--- src/rtl/pcs_pkg.sv ---
// Purpose: shared constants, register map and carriers for the config status and timer bank
// Assumes: one 200 MHz clock, word-indexed register port
// Notes: field positions follow the configuration header layout
package pcs_pkg;

  // register port geometry
  localparam int ADDR_W = 4;
  localparam int DATA_W = 32;

  // register indices on the plain register port
  localparam logic [3:0] REG_STATUS = 4'h0;
  localparam logic [3:0] REG_REVISION = 4'h1;
  localparam logic [3:0] REG_CLASS = 4'h2;
  localparam logic [3:0] REG_LINE_SIZE = 4'h3;
  localparam logic [3:0] REG_TENURE = 4'h4;
  localparam logic [3:0] REG_CONTROL = 4'h5;
  localparam logic [3:0] REG_IRQ_STATUS = 4'h6;
  localparam logic [3:0] REG_IRQ_MASK = 4'h7;

  // status word layout
  localparam int NUM_EVENTS = 5;
  localparam int STAT_EVT_LSB = 11;
  localparam int STAT_EVT_MSB = 15;
  localparam logic [15:0] STATUS_RESET = 16'h0400;
  localparam logic [15:0] STATUS_FIXED = 16'h0400;

  // control word layout
  localparam int CTRL_PERR_ENA = 0;
  localparam int CTRL_SERR_ENA = 1;
  localparam logic [1:0] CTRL_RESET = 2'h0;

  // identification, line size and tenure limit
  localparam logic [7:0] REVISION_DEFAULT = 8'h01; // arbitrary value
  localparam logic [23:0] CLASS_DEFAULT = 24'hFF0000;
  localparam logic [7:0] LINE_SIZE_RESET = 8'h00;
  localparam logic [7:0] TENURE_RESET = 8'h00;
  localparam logic [7:0] TENURE_WR_MASK = 8'hF8;
  localparam logic [4:0] IRQ_MASK_RESET = 5'h00;

  // sticky events, bit i lands on status bit 11+i and local status bit 1+i
  typedef struct packed {
    logic parity_err;
    logic sys_err;
    logic master_abort;
    logic tabort_rcv;
    logic tabort_sig;
  } pcs_event_s;

  // raw happenings reported by the bus engine, one-cycle pulses
  typedef struct packed {
    logic target_abort_issued;
    logic master_tabort_seen;
    logic master_abort_done;
    logic addr_parity_err;
    logic data_parity_err;
  } pcs_core_evt_s;

  // register port request
  typedef struct packed {
    logic [3:0] addr;
    logic [31:0] wdata;
    logic wr;
    logic rd;
  } pcs_bus_req_s;

  // tenure counter states
  typedef enum logic [1:0] {
    TEN_IDLE,
    TEN_COUNT,
    TEN_EXPIRED
  } pcs_tenure_e;

endpackage

--- src/rtl/pcs_config_bank.sv ---
// Purpose: upper status flags, identity, line size and tenure limit of a bus function
// Assumes: register port and event pulses are on clk; local side is on clk too
// Notes: target-only builds drop line size and tenure limit, reading them as zero
`timescale 1ns/1ps
`default_nettype none
module pcs_config_bank #(
  parameter bit MASTER_CAPABLE = 1'b1,
  parameter logic [7:0] REVISION_ID = pcs_pkg::REVISION_DEFAULT,
  parameter logic [23:0] CLASS_CODE = pcs_pkg::CLASS_DEFAULT
) (
  // clock and reset
  input wire logic clk,
  input wire logic resetn,
  // register port
  input wire pcs_pkg::pcs_bus_req_s reg_req,
  output logic [31:0] reg_rdata,
  // bus engine events
  input wire pcs_pkg::pcs_core_evt_s core_evt,
  input wire logic master_start,
  input wire logic master_done,
  // local side
  input wire logic local_abort_request_n,
  output logic [5:0] local_status,
  output logic [7:0] line_size_out,
  output logic tenure_active,
  output logic tenure_expired,
  output logic parity_report_ena,
  // system error pin, drive only
  output logic sys_err_out,
  output logic sys_err_oe_n,
  // interrupt
  output logic irq
);

  // a forced unknown build switch would leave line size and tenure half built
  if (MASTER_CAPABLE !== 1'b0 && MASTER_CAPABLE !== 1'b1) begin : g_chk
    $error("pcs_config_bank MASTER_CAPABLE must be 0 or 1");
  end

  // the sticky banks are sized by the event count, which must span the status field
  if (pcs_pkg::NUM_EVENTS != pcs_pkg::STAT_EVT_MSB - pcs_pkg::STAT_EVT_LSB + 1) begin : g_evt_chk
    $error("pcs_config_bank event count does not match the status field");
  end

  // the low three tenure bits are tied low; a mask that opened them breaks that
  if (pcs_pkg::TENURE_WR_MASK[2:0] != 3'h0) begin : g_mask_chk
    $error("pcs_config_bank tenure write mask must keep bits 2 to 0 closed");
  end

  // register selection shared by read and write paths
  function automatic logic pcs_sel(input logic [3:0] addr, input logic [3:0] idx);
    return addr == idx;
  endfunction

  // widen a narrow field into the 32-bit read word
  function automatic logic [31:0] pcs_word(input logic [23:0] v);
    return {8'h00, v};
  endfunction

  logic [1:0] ctrl_reg;
  logic [7:0] line_size_reg;
  logic [7:0] tenure_reg;
  logic [4:0] irq_mask_reg;
  logic [31:0] rdata_reg;
  logic abort_req_seen_reg;
  logic serr_drive_reg;
  logic [4:0] status_flags;
  logic [4:0] irq_flags;
  logic [4:0] status_clr;
  logic [4:0] irq_clr;
  logic [15:0] status_word;
  logic [31:0] rdata_next;
  logic wr_status;
  logic wr_line;
  logic wr_tenure;
  logic wr_ctrl;
  logic wr_mask;
  logic rd_irq;
  logic perr_ena;
  logic serr_ena;
  logic serr_fire;
  pcs_pkg::pcs_event_s evt;

  // write and read decode
  assign wr_status = reg_req.wr && pcs_sel(reg_req.addr, pcs_pkg::REG_STATUS);
  assign wr_line = reg_req.wr && pcs_sel(reg_req.addr, pcs_pkg::REG_LINE_SIZE);
  assign wr_tenure = reg_req.wr && pcs_sel(reg_req.addr, pcs_pkg::REG_TENURE);
  assign wr_ctrl = reg_req.wr && pcs_sel(reg_req.addr, pcs_pkg::REG_CONTROL);
  assign wr_mask = reg_req.wr && pcs_sel(reg_req.addr, pcs_pkg::REG_IRQ_MASK);
  assign rd_irq = reg_req.rd && pcs_sel(reg_req.addr, pcs_pkg::REG_IRQ_STATUS);

  assign perr_ena = ctrl_reg[pcs_pkg::CTRL_PERR_ENA];
  assign serr_ena = ctrl_reg[pcs_pkg::CTRL_SERR_ENA];

  // control enables, software owned
  always_ff @(posedge clk or negedge resetn) begin
    if (!resetn) begin
      ctrl_reg <= pcs_pkg::CTRL_RESET;
    end else if (wr_ctrl) begin
      ctrl_reg <= reg_req.wdata[1:0];
    end
  end

  // local abort request may lead the abort itself by several cycles
  always_ff @(posedge clk or negedge resetn) begin
    if (!resetn) begin
      abort_req_seen_reg <= 1'b0;
    end else if (!local_abort_request_n) begin
      abort_req_seen_reg <= 1'b1;
    end else if (core_evt.target_abort_issued) begin
      abort_req_seen_reg <= 1'b0;
    end
  end

  // address parity gated by both the system error enable and the parity enable
  assign serr_fire = core_evt.addr_parity_err && serr_ena && perr_ena;

  // event mapping onto the sticky bank
  always_comb begin
    evt.tabort_sig = core_evt.target_abort_issued && (!local_abort_request_n || abort_req_seen_reg);
    evt.tabort_rcv = core_evt.master_tabort_seen;
    evt.master_abort = core_evt.master_abort_done;
    evt.sys_err = serr_fire;
    evt.parity_err = core_evt.addr_parity_err || core_evt.data_parity_err;
  end

  // one-cycle drive of the system error pin
  always_ff @(posedge clk or negedge resetn) begin
    if (!resetn) begin
      serr_drive_reg <= 1'b0;
    end else begin
      serr_drive_reg <= serr_fire;
    end
  end

  // open-drain style: the pin value never moves, only its enable does
  assign sys_err_out = 1'b0;
  assign sys_err_oe_n = ~serr_drive_reg;

  assign status_clr = wr_status ? reg_req.wdata[pcs_pkg::STAT_EVT_MSB:pcs_pkg::STAT_EVT_LSB] : 5'h00;

  // software-visible copy, cleared only by a write of one
  // flags hold until cleared by software
  pcs_sticky_bank #(
    .W(pcs_pkg::NUM_EVENTS)
  ) u_status (
    .clk(clk),
    .resetn(resetn),
    .set(evt),
    .clr(status_clr),
    .flags(status_flags)
  );

  // bits 10 and 9 carry the fixed slow select timing, the rest stay zero
  // fixed timing bits give the reset value
  assign status_word = pcs_pkg::STATUS_FIXED | {status_flags, 11'h000};

  // mirror bits 1 to 5, bit 0 belongs elsewhere
  assign local_status = {status_flags, 1'b0};

  // interrupt flags clear on read of their register
  assign irq_clr = rd_irq ? 5'h1F : 5'h00;

  // second copy, so reading interrupt flags leaves the status word alone
  pcs_sticky_bank #(
    .W(pcs_pkg::NUM_EVENTS)
  ) u_irq (
    .clk(clk),
    .resetn(resetn),
    .set(evt),
    .clr(irq_clr),
    .flags(irq_flags)
  );

  // interrupt mask, one means enabled
  always_ff @(posedge clk or negedge resetn) begin
    if (!resetn) begin
      irq_mask_reg <= pcs_pkg::IRQ_MASK_RESET;
    end else if (wr_mask) begin
      irq_mask_reg <= reg_req.wdata[4:0];
    end
  end

  // level output; a masked flag keeps latching and raises irq once unmasked
  assign irq = |(irq_flags & irq_mask_reg);

  // target-only builds keep the reset zero, so the word reads zero
  // line size held for the local master
  always_ff @(posedge clk or negedge resetn) begin
    if (!resetn) begin
      line_size_reg <= pcs_pkg::LINE_SIZE_RESET;
    end else if (wr_line && MASTER_CAPABLE) begin
      line_size_reg <= reg_req.wdata[7:0];
    end
  end

  // local master relies on this value
  assign line_size_out = line_size_reg;

  // only bits 7 to 3 take writes
  always_ff @(posedge clk or negedge resetn) begin
    if (!resetn) begin
      tenure_reg <= pcs_pkg::TENURE_RESET;
    end else if (wr_tenure && MASTER_CAPABLE) begin
      tenure_reg <= reg_req.wdata[7:0] & pcs_pkg::TENURE_WR_MASK;
    end
  end

  pcs_tenure_counter #(
    .W(8)
  ) u_tenure (
    .clk(clk),
    .resetn(resetn),
    .enable(MASTER_CAPABLE),
    .start(master_start),
    .done(master_done),
    .load_value(tenure_reg),
    .count(),
    .active(tenure_active),
    .expired(tenure_expired)
  );

  // the bus engine gates its own parity reporting on this enable
  assign parity_report_ena = perr_ena;

  // read mux; unmapped words read zero
  always_comb begin
    rdata_next = 32'h0000_0000;
    unique case (reg_req.addr)
      pcs_pkg::REG_STATUS: begin
        rdata_next = pcs_word({8'h00, status_word});
      end
      pcs_pkg::REG_REVISION: begin
        rdata_next = pcs_word({16'h0000, REVISION_ID});
      end
      pcs_pkg::REG_CLASS: begin
        rdata_next = pcs_word(CLASS_CODE);
      end
      pcs_pkg::REG_LINE_SIZE: begin
        rdata_next = pcs_word({16'h0000, line_size_reg});
      end
      pcs_pkg::REG_TENURE: begin
        rdata_next = pcs_word({16'h0000, tenure_reg});
      end
      pcs_pkg::REG_CONTROL: begin
        rdata_next = pcs_word({22'h0, ctrl_reg});
      end
      pcs_pkg::REG_IRQ_STATUS: begin
        rdata_next = pcs_word({19'h0, irq_flags});
      end
      pcs_pkg::REG_IRQ_MASK: begin
        rdata_next = pcs_word({19'h0, irq_mask_reg});
      end
      default: begin
        rdata_next = 32'h0000_0000;
      end
    endcase
  end

  // read data stands only in the cycle after the strobe
  always_ff @(posedge clk or negedge resetn) begin
    if (!resetn) begin
      rdata_reg <= 32'h0000_0000;
    end else begin
      rdata_reg <= reg_req.rd ? rdata_next : 32'h0000_0000;
    end
  end

  // zero outside the answer cycle keeps an or-combined read bus quiet
  assign reg_rdata = rdata_reg;

endmodule
`default_nettype wire

--- src/rtl/pcs_sticky_bank.sv ---
// Purpose: bank of sticky flags with a per-bit clear
// Assumes: set and clear come from logic on clk
// Notes: a set in the clearing cycle survives
`timescale 1ns/1ps
`default_nettype none
module pcs_sticky_bank #(
  parameter int W = 5
) (
  // clock and reset
  input wire logic clk,
  input wire logic resetn,
  // flag control
  input wire logic [W-1:0] set,
  input wire logic [W-1:0] clr,
  // flag state
  output logic [W-1:0] flags
);

  if (W < 1) begin : g_chk
    $error("pcs_sticky_bank needs W of at least 1");
  end

  logic [W-1:0] flags_reg;

  // set beats clear so no event is lost
  always_ff @(posedge clk or negedge resetn) begin
    if (!resetn) begin
      flags_reg <= '0;
    end else begin
      flags_reg <= (flags_reg & ~clr) | set;
    end
  end

  assign flags = flags_reg;

endmodule
`default_nettype wire

--- src/rtl/pcs_tenure_counter.sv ---
// Purpose: master bus tenure countdown
// Assumes: start and done are one-cycle pulses on clk
// Notes: a loaded value of zero expires on the next edge
`timescale 1ns/1ps
`default_nettype none
module pcs_tenure_counter #(
  parameter int W = 8
) (
  // clock and reset
  input wire logic clk,
  input wire logic resetn,
  // control
  input wire logic enable,
  input wire logic start,
  input wire logic done,
  input wire logic [W-1:0] load_value,
  // state
  output logic [W-1:0] count,
  output logic active,
  output logic expired
);

  if (W < 1) begin : g_chk
    $error("pcs_tenure_counter needs W of at least 1");
  end

  pcs_pkg::pcs_tenure_e state_reg;
  logic [W-1:0] count_reg;

  // load and expire, one step per edge
  always_ff @(posedge clk or negedge resetn) begin
    if (!resetn) begin
      state_reg <= pcs_pkg::TEN_IDLE;
      count_reg <= '0;
    end else if (!enable) begin
      state_reg <= pcs_pkg::TEN_IDLE;
      count_reg <= '0;
    end else if (start) begin
      state_reg <= pcs_pkg::TEN_COUNT;
      count_reg <= load_value;
    end else begin
      unique case (state_reg)
        pcs_pkg::TEN_IDLE: begin
          count_reg <= count_reg;
        end
        pcs_pkg::TEN_COUNT: begin
          if (done) begin
            state_reg <= pcs_pkg::TEN_IDLE;
          end else if (count_reg == '0) begin
            state_reg <= pcs_pkg::TEN_EXPIRED;
          end else begin
            count_reg <= count_reg - 1'b1;
          end
        end
        pcs_pkg::TEN_EXPIRED: begin
          if (done) begin
            state_reg <= pcs_pkg::TEN_IDLE;
          end
        end
        default: begin
          state_reg <= pcs_pkg::TEN_IDLE;
        end
      endcase
    end
  end

  assign count = count_reg;
  assign active = (state_reg == pcs_pkg::TEN_COUNT);
  assign expired = (state_reg == pcs_pkg::TEN_EXPIRED);

endmodule
`default_nettype wire
--- config.mk ---
export PLATFORM = sky130hd
export DESIGN_NAME = pcs_config_bank
export DESIGN_NICKNAME = d
export VERILOG_FILES = /design/src/rtl/pcs_pkg.sv /design/src/rtl/pcs_config_bank.sv /design/src/rtl/pcs_sticky_bank.sv /design/src/rtl/pcs_tenure_counter.sv
export SDC_FILE = /design/constraint.sdc
export NUM_CORES = 1
export LEC_CHECK = 0
export BUFFER_PORTS_ARGS = -buffer_cell sky130_fd_sc_hd__clkbuf_2
export CORE_MARGIN = 2
export CORE_UTILIZATION = 37
export CTS_CLUSTER_SIZE = 25
export DETAILED_ROUTE_END_ITERATION = 8
export SLEW_MARGIN = 20
export SYNTH_ARGS = -nofsm -noshare
export SYNTH_HDL_FRONTEND = slang
export SYNTH_HIERARCHICAL = 1
export SYNTH_SLANG_ARGS = --single-unit
--- constraint.sdc ---
create_clock -name clk -period 2.4 [get_ports clk]
set_clock_uncertainty 0.1 [all_clocks]
set_input_delay 0.24 -clock clk [delete_from_list [all_inputs] [get_ports clk]]
set_output_delay 0.24 -clock clk [all_outputs]
set_load 0.1 [all_outputs]
# --- Word level (Yosys, flattened, before mapping) ---
# Cells that the tools add are included.
totals:
  reg_bits: 74
  inputBits: 48
classes:
  add_sub_neg: 1
  eq_ne: 15
  n_mux: 15
  bitwise_logic: 8
  n_reduce_logical: 19
op_table:
  columns: ["operator", "n"]
  rows:
  - ["24-bit case mux with 8 select lines", 1]
  - ["32-bit two-way mux", 1]
  - ["8-bit two-way mux", 4]
  - ["4-bit by 3-bit equality test with 1-bit output (second input constant)", 4]
  - ["5-bit AND", 3]
  - ["5-bit two-way mux", 2]
  - ["5-bit NOT", 2]
  - ["5-bit bitwise OR", 2]
  - ["1-bit logical AND", 9]
  - ["4-bit by 2-bit equality test with 1-bit output (second input constant)", 2]
  - ["8-bit logical NOT", 1]
  - ["2-bit two-way mux", 4]
  - ["2-bit inequality test (second input constant)", 4]
  - ["8-bit by 1-bit subtractor with 8-bit output (second input constant)", 1]
  - ["2-bit case mux with 3 select lines", 1]
  - ["3-bit AND reduction", 2]
  - ["5-bit OR reduction", 1]
  - ["4-bit by 1-bit equality test with 1-bit output (second input constant)", 1]
  - ["4-bit logical NOT", 1]
  - ["4-bit by 3-bit inequality test with 1-bit output (second input constant)", 1]
  - ["3-bit inequality test (second input constant)", 1]
  - ["2-bit by 1-bit equality test with 1-bit output (second input constant)", 1]
  - ["2-bit equality test (second input constant)", 1]
  - ["2-bit logical NOT", 1]
  - ["5 further kinds", 7]

# --- Longest topological paths before layout ---
# Gate-level depths: netlist of the first run.
depth:
  ltp_word: 6
  ltp_mapped: 6
  depth_no_buf: 6

# --- By module ---
# The synthesis of the first run kept the hierarchy.
modules_own_cells:
  columns: ["mod", "instances", "cells_per_inst", "area_each_um2", "seq_area_each_um2"]
  rows:
  - ["pcs_config_bank", 1, 152, 1854.3, 925.9]
  - ["pcs_tenure_counter", 1, 68, 638.1, 250.2]
  - ["pcs_sticky_bank", 2, 15, 181.4, 125.1]

# --- Least setup slack after synthesis of the first run ---
# OpenSTA, ideal clock, no wires.
synth_timing:
  path_kind: "register to register"
  from: "register u_tenure.state_reg[1]"
  to: "register u_tenure.state_reg[1]"
  arrival_time_ns: 2.148
  path_slack_ns: 0.068
  stages_incl_launch_ff: 4
  period_less_slack_ns: 2.332
  path_cell_list: "dfrtp_1 > nor2b_1 > a21oi_1 > nor3_2"
synth_via:
  elab_chain_cells: 3
  elab_cells_between_ends: 9
synth_lines:
  columns: ["element", "line_no", "rtl"]
  rows:
  - ["from (decl)", "pcs_tenure_counter.sv:27", "pcs_pkg::pcs_tenure_e state_reg;"]
  - ["from (signal assigned)", "pcs_tenure_counter.sv:33", "state_reg <= pcs_pkg::TEN_IDLE;"]
  - ["from (signal assigned)", "pcs_tenure_counter.sv:36", "state_reg <= pcs_pkg::TEN_IDLE;"]
  - ["from (signal assigned)", "pcs_tenure_counter.sv:39", "state_reg <= pcs_pkg::TEN_COUNT;"]
  - ["2-bit by 1-bit equality test with 1-bit output *", null, null]
  - ["named net tenure_active", "pcs_config_bank.sv:25", "output logic tenure_active,"]
  - ["4-bit by 3-bit inequality test with 1-bit output (no source line) / 2-bit case mux with 3 select lines (equally long branches)", null, null]
  - ["3-bit AND reduction (no source line) / 2-bit two-way mux (equally long branches)", null, null]
# Mark *: on every way through the listed nets, which the timed path passes. The rest lies on a longest branch.
# A chain may end at the register's enable or synchronous reset.

# --- Worst setup path in the final report of the first run ---
layout_timing:
  from: "register u_tenure.count_reg[0], in the netlist u_tenure/count[0]"
  to: "register u_tenure.count_reg[3], in the netlist u_tenure/count[3]"
layout_via:
  elab_chain_cells: 5
  elab_cells_between_ends: 8
layout_lines:
  columns: ["element", "line_no", "rtl"]
  rows:
  - ["from (decl)", "pcs_tenure_counter.sv:28", "logic [W-1:0] count_reg;"]
  - ["from (signal assigned)", "pcs_tenure_counter.sv:40", "count_reg <= load_value;"]
  - ["from (signal assigned)", "pcs_tenure_counter.sv:44", "count_reg <= count_reg;"]
  - ["from (signal assigned)", "pcs_tenure_counter.sv:52", "count_reg <= count_reg - 1'b1;"]
  - ["8-bit by 1-bit subtractor with 8-bit output", "pcs_tenure_counter.sv:52", null]
  - ["8-bit two-way mux", "pcs_tenure_counter.sv:49", "end else if (count_reg == '0) begin"]
  - ["8-bit two-way mux", "pcs_tenure_counter.sv:47", "if (done) begin"]
  - ["8-bit two-way mux", "pcs_tenure_counter.sv:42", "unique case (state_reg)"]
  - ["8-bit two-way mux", "pcs_tenure_counter.sv:38", "end else if (start) begin"]
# Parallel ways exist; a longest one is shown, timed or not. The select of a mux whose other input is x is not followed.

==> results of run 1 <==
-- cell type report --
cell class | instances | area (sq um) | share of cell area
clock buffer | 11 | 151 | 0.0434
clock inverter | 5 | 77.6 | 0.0222
inverter | 15 | 56.3 | 0.0161
multi-input combinational | 167 | 1250 | 0.357
sequential | 57 | 1430 | 0.409
tap | 102 | 128 | 0.0366
timing repair buffer | 75 | 405 | 0.116
-- cells by family (layout without fill, tap and decap cells) --
group                      count (synthesis)  in the layout  share of synthesized area
xor gates and xnor gates                   2              2                    0.00614
buffers and inverters                     42            106                     0.0850
DFF                                       57             57                      0.500
other                                      2             18                    0.00263
muxes                                     23             23                      0.106
AOI/OAI and AO/OA                         48             48                      0.118
and+or+nand+nor                           75             75                      0.177
adders and majority gates                  1              1                    0.00438
-- repair_timing --
item / 4_1_cts / 5_1_grt
setup buffers: 0 / 0
endpoints found under the hold margin: 61 / 0
setup endpoints to repair: 0 / 0
hold buffers: 5 / 0
-- layer usage --
| metal | routed length [microns] | vias up | track usage |
|---|---|---|---|
| met1 | 2810 | 994 | 0.211 |
| met2 | 2810 | 60 | 0.224 |
| li1 | - | 999 | - |
| met5 | 0 | - | 0 |
| met4 | 120 | 0 | 0.0709 |
| met3 | 355 | 11 | 0.0444 |
-- final timing paths --
check | end | slack [ns] | cells past startpoint
hold / removal | u_irq/flags[1]$_DFF_PN0_ | 0.006 | 2
hold reg to reg | u_status/flags[3]$_DFF_PN0_ | 0.39 | 1
setup / recovery | u_tenure/count[3]$_DFFE_PN0P_ | 0.49 | 6
setup reg to reg | u_tenure/count[3]$_DFFE_PN0P_ | 0.49 | 6
max in group asynchronous | tenure_reg[4]$_DFFE_PN0P_ | 1.43 | 3
min in group asynchronous | line_size_out[6]$_DFFE_PN0P_ | 0.16 | 2
-- where the power goes --
group	leakage (nW)	switching [W]	internal [W]
Sequential	0.701	0.000105	0.00108
Combinational	0.860	0.000702	0.000221
Clock	0.115	0.000396	0.000637
Total	1.68	0.00120	0.00194
-- Yosys cell counts, types with 2 or more instances --
master	n
nor2_1	7
and4b_1	2
a22oi_1	4
nand3b_1	2
nand3_1	5
buf_4	19
clkbuf_1	2
nor2b_1	5
a211oi_1	2
nand2b_1	3
nor3_1	4
mux2i_1	3
or3_1	2
mux2_4	13
conb_1	2
nand4b_1	2
o21ai_0	6
o211ai_1	2
nand2_1	8
dfrtp_1	57
inv_1	15
a21o_1	10
buf_2	5
nor3b_1	2
and3_1	4
mux2_1	7
a21boi_0	3
a31oi_1	2
and2_1	10
nor4b_2	2
a21oi_1	8
nand4_1	5
-- through the flow --
stage	hold slack (ns)	setup slack, ns	std cells	cell area [sq um]
6_report	0.00642	0.494	432	3490
5_1_grt	0.00222	0.308	432	3490
3_3_place_gp	-0.0295	0.531	411	3210
3_5_place_dp	-0.0257	0.519	411	3210
4_1_cts	0.00132	0.483	432	3490
2_1_floorplan	-0.156	0.0680	266	2920
==> flow_summary_export.csv, run 1 <==
group,metric,value,unit
cells_and_area,fillers,767,
floorplan,die-area,8440,sq um
sta,slew_headroom,0.632,
critical_path,timing.rr.start,"u_tenure/count[0]$_DFFE_PN0P_",
cells_and_area,syn2layout_area_growth,22.3,%
critical_path,critPathTopFamily,"simple AND/OR/NAND/NOR gates",
cells_and_area,antennaDiodeCount,0,
critical_path,crit_chain,"inv_1, ha_1, or4b_4, o211ai_2, xor2_1, a21oi_1",
outcome,status,"complete, no violations",
critical_path,arrival,2.01,ns
cells_and_area,nets,374,
global_route,antenna_found_initial,0,
clock_tree,cts_buffer_depth,2,
cells_and_area,fin_util,0.459,
global_route,track_usage,0.154,
clock_tree,cts_made_buffers,9,
global_route,grt_first_pass_wirelength,9.96,mm
critical_path,crit_slowest_cell,"or4b_4",
clock_tree,postCtsResizedCells,0,
logic_synthesis,synth.area.top_cells,"dfrtp_1 (50%), mux2_4 (6.8%), buf_4 (5.0%)",
routing,dr.pass1.iters,4,
clock_tree,cts_sinks,57,
pwr,ir_drop,0.669,mV
logic_synthesis,yosysTopAreaCell,"dfrtp_1",
cells_and_area,largest_reg_flops,15,
sta,clock.fmax,0.525,GHz
cells_and_area,drive_above_1_share,0.342,
sta,final-hold-violation-count,0,
sta,setup_viol,0,
floorplan,row_count,32,
global_route,grt_overflow,0,
logic_synthesis,ys_types,59,
logic_synthesis,syn_inst,250,
sta,slew_viol_final,0,
critical_path,endpoint_kind,"flip-flop",
floorplan,ios,100,
placement,gp_congestion,0.851,
pwr,power.static_leakage,1.68,nW
routing,drc,0,
pwr,p_per_area,900,nW/um^2
sta,worstMarginPinSlew,0.554,ns
critical_path,critical_path.max_stage_delay,0.51,ns
logic_synthesis,synth_edf_count,0,
cells_and_area,mostFrequentLayoutCells,"clkbuf_2 (68), dfrtp_1 (57), conb_1 (18), inv_1 (15), mux2_4 (13)",
floorplan,core,7610,sq um
global_route,grt_pass1_vias,1987,
logic_synthesis,synth_top_area_frac,0.500,
sta,period_needed,1.91,ns
routing,ant_nets,0,
routing,vias_per_cell,4.78,
critical_path,cp-startpoint,"u_tenure/count[0]$_DFFE_PN0P_",
logic_synthesis,yosys_register_bits,57,
routing,drtIter0Drc,106,
critical_path,critPathLaunchType,"flip-flop",
sta,rsz0062_at_grt,"no",
clock_tree,cts.clk_slew.worst_paths,0.07,ns
clock_tree,worstSkewPairLatency,0.34,ns
floorplan,start_util,0.375,
pwr,total_power,0.00314,W
clock_tree,cts_tree,"done",
routing,drt-wirelength-per-cell,14.1,microns
clock_tree,root_buffer,"clkbuf_8",
floorplan,die_h,91.8,microns
global_route,grt_max_degree,31,
logic_synthesis,ys_warn_count,6,
clock_tree,htree_num_levels,3,
critical_path,worstPathRequired,2.51,ns
sta,post-route-period-util,0.794,
sta,setup-tns-final,0,ns
placement,port_buffers,68,
floorplan,die_w,91.8,microns
hold_path,min_from,"core_evt[3]",
placement,dp_hpwl,4.53,mm
logic_synthesis,async_flop_share,1.00,
job,drv_cap,0,
logic_synthesis,syn_area,2860,sq um
routing,vias,2064,
routing,routed_wl,6.09,mm
cells_and_area,final_common_cell,"clkbuf_2",
critical_path,critPathKind,"reg2reg",
logic_synthesis,syn_area_per_cell,11.4,sq um
critical_path,path_buf_inv,1,
hold_path,hp-class,"in2reg",
logic_synthesis,synth_seq_area_share,0.500,
critical_path,critPathMaxFanout,5,
logic_synthesis,synth-main-ff-cell,"dfrtp_1",
(Power assumes the default switching activity.)
==> run 2: changes to the inputs <==
==> constraint.sdc (replaced) <==
create_clock -name clk -period 2 [get_ports clk]
set_clock_uncertainty 0.1 [all_clocks]
set_input_delay 0.2 -clock clk [delete_from_list [all_inputs] [get_ports clk]]
set_output_delay 0.2 -clock clk [all_outputs]
set_load 0.1 [all_outputs]
==> run 2 against run 1 <==
  * Sequential power increased by 19%
  * Global-route usage increased by 0.30 points
  * Highest routed layer unchanged
  * Critical path depth unchanged
  * Hold slack improved by 0.0011 ns
  * Wire length increased by 2.4%
  * Core utilization increased by 1.4 points
  * Sequential cell count unchanged
  * Die area unchanged
  * Clock power increased by 19%
  * Count of clock-buffer cells in the layout unchanged
  * Register-to-register slack got worse by 0.39 ns
  * Largest cell class unchanged
==> flow_summary_export.csv, run 2 (synthesis gave the netlist of run 1 again) <==
group,metric,value,unit
outcome,status,"complete, no violations",
clock_tree,cts.clk_slew.worst_paths,0.07,ns
critical_path,critPathMaxFanout,5,
routing,ant_nets,0,
global_route,grt_first_pass_wirelength,10.1,mm
hold_path,hp-class,"in2reg",
routing,routed_wl,6.24,mm
placement,placed_cell_area,3240,sq um
global_route,grt_max_degree,42,
cells_and_area,final_common_cell,"clkbuf_2",
critical_path,critPathLaunchType,"flip-flop",
sta,setup-tns-final,0,ns
placement,dp_hpwl,4.43,mm
routing,dr.pass1.iters,4,
cells_and_area,instances_no_fill,438,
critical_path,timing.rr.start,"u_tenure/count[0]$_DFFE_PN0P_",
floorplan,core,7610,sq um
global_route,track_usage,0.157,
cells_and_area,fillers,737,
critical_path,arrival,2.02,ns
cells_and_area,mostFrequentLayoutCells,"clkbuf_2 (68), dfrtp_1 (57), conb_1 (18), inv_1 (15), mux2_4 (13)",
global_route,antenna_found_initial,0,
floorplan,die_h,91.8,microns
critical_path,endpoint_kind,"flip-flop",
pwr,p_per_area,1060,nW/um^2
sta,final-hold-violation-count,0,
sta,worstMarginPinSlew,0.554,ns
floorplan,die-area,8440,sq um
floorplan,row_count,32,
floorplan,die_w,91.8,microns
clock_tree,cts_made_buffers,9,
pwr,ir_drop,0.648,mV
critical_path,cp-startpoint,"u_tenure/count[0]$_DFFE_PN0P_",
critical_path,critPathKind,"reg2reg",
cells_and_area,syn2layout_area_growth,25.9,%
pwr,power.static_leakage,1.72,nW
clock_tree,cts_sinks,57,
clock_tree,worstSkewPairLatency,0.34,ns
global_route,grt_pass1_vias,1962,
sta,post-route-period-util,0.946,
routing,drc,0,
sta,slew_viol_final,0,
cells_and_area,nets,380,
cells_and_area,largest_reg_flops,15,
cells_and_area,antennaDiodeCount,0,
clock_tree,root_buffer,"clkbuf_8",
hold_path,min_from,"reg_req[3]",
clock_tree,cts_tree,"done",
floorplan,ios,100,
placement,port_buffers,68,
clock_tree,cts_setup_buffers,0,
cells_and_area,fin_area,3590,sq um
critical_path,worstPathRequired,2.13,ns
clock_tree,cts_buffer_depth,2,
routing,drtIter0Drc,85,
routing,drt-wirelength-per-cell,14.3,microns
routing,vias_per_cell,4.79,
clock_tree,htree_num_levels,3,
sta,slew_headroom,0.632,
routing,vias,2097,
sta,setup_viol,0,
placement,gp_congestion,0.798,
job,drv_cap,0,
sta,period_needed,1.89,ns
sta,clock.fmax,0.528,GHz
floorplan,start_util,0.375,
global_route,grt_overflow,0,
cells_and_area,drive_above_1_share,0.348,
placement,place_inst,412,
-- run 2: worst max-delay path, cell delays in order (launching register included) --
cell and delay [ns]:
dfrtp_1 0.40, inv_1 0.14, ha_4 0.19, or4b_4 0.51, o211ai_2 0.19, xor2_1 0.16, a21oi_1 0.08
-- run 2: worst paths after layout --
kind / to / slack (ns) / depth (start not counted)
setup reg to reg: u_tenure/count[3]$_DFFE_PN0P_ / 0.11 / 6
setup / recovery: u_tenure/count[3]$_DFFE_PN0P_ / 0.11 / 6
hold reg to reg: u_status/flags[2]$_DFF_PN0_ / 0.39 / 1
max in group asynchronous: u_status/flags[0]$_DFF_PN0_ / 0.98 / 3
min in group asynchronous: u_tenure/count[6]$_DFFE_PN0P_ / 0.24 / 2
hold / removal: ctrl_reg[1]$_DFFE_PN0P_ / 0.008 / 2
-- run 2: final cells by class --
class                           instances  area (sq um)  share of cell area
Inverter                               15          56.3              0.0157
Tap cell                              102           128              0.0355
Clock buffer                           11           151              0.0421
Multi-Input combinational cell        167          1280               0.356
Clock inverter                          5          77.6              0.0216
Timing Repair Buffer                   81           475               0.132
Sequential cell                        57          1430               0.397
-- run 2: metrics by stage --
| step | power (W) | setup slack (ns) | utilization | hold slack, ns |
|---|---|---|---|---|
| 6_report | 0.00379 | 0.108 | 0.473 | 0.00754 |
| 5_1_grt | 0.00396 | -0.0116 | 0.473 | 0.00765 |
| 4_1_cts | 0.00381 | 0.0813 | 0.469 | 0.000196 |
| 3_5_place_dp | 0.00255 | 0.105 | 0.425 | 0.0784 |
| 3_3_place_gp | 0.00254 | 0.151 | 0.425 | 0.0749 |
| 2_1_floorplan | 0.00235 | 0.228 | - | -0.196 |
-- run 2: routing by layer --
layer | global-route usage | vias to the layer above | share of wire | wire (microns)
met3 | 0.0477 | 9 | 0.045 | 282
li1 | - | 1015 | - | -
met4 | 0.0597 | 0 | 0.017 | 109
met5 | 0 | - | 0 | 0
met1 | 0.213 | 1009 | 0.47 | 2930
met2 | 0.236 | 64 | 0.47 | 2920
-- run 2: what timing repair did --
item	in CTS	in global routing
hold endpoints to repair	28	0
hold buffers	10	0
setup endpoints to repair	0	6
gates resized for setup	0	4
-- run 2: power breakdown --
part	switching, W	internal [W]
clock network	0.000470	0.000764
registers	0.000127	0.00130
logic	0.000852	0.000284
total	0.00145	0.00234
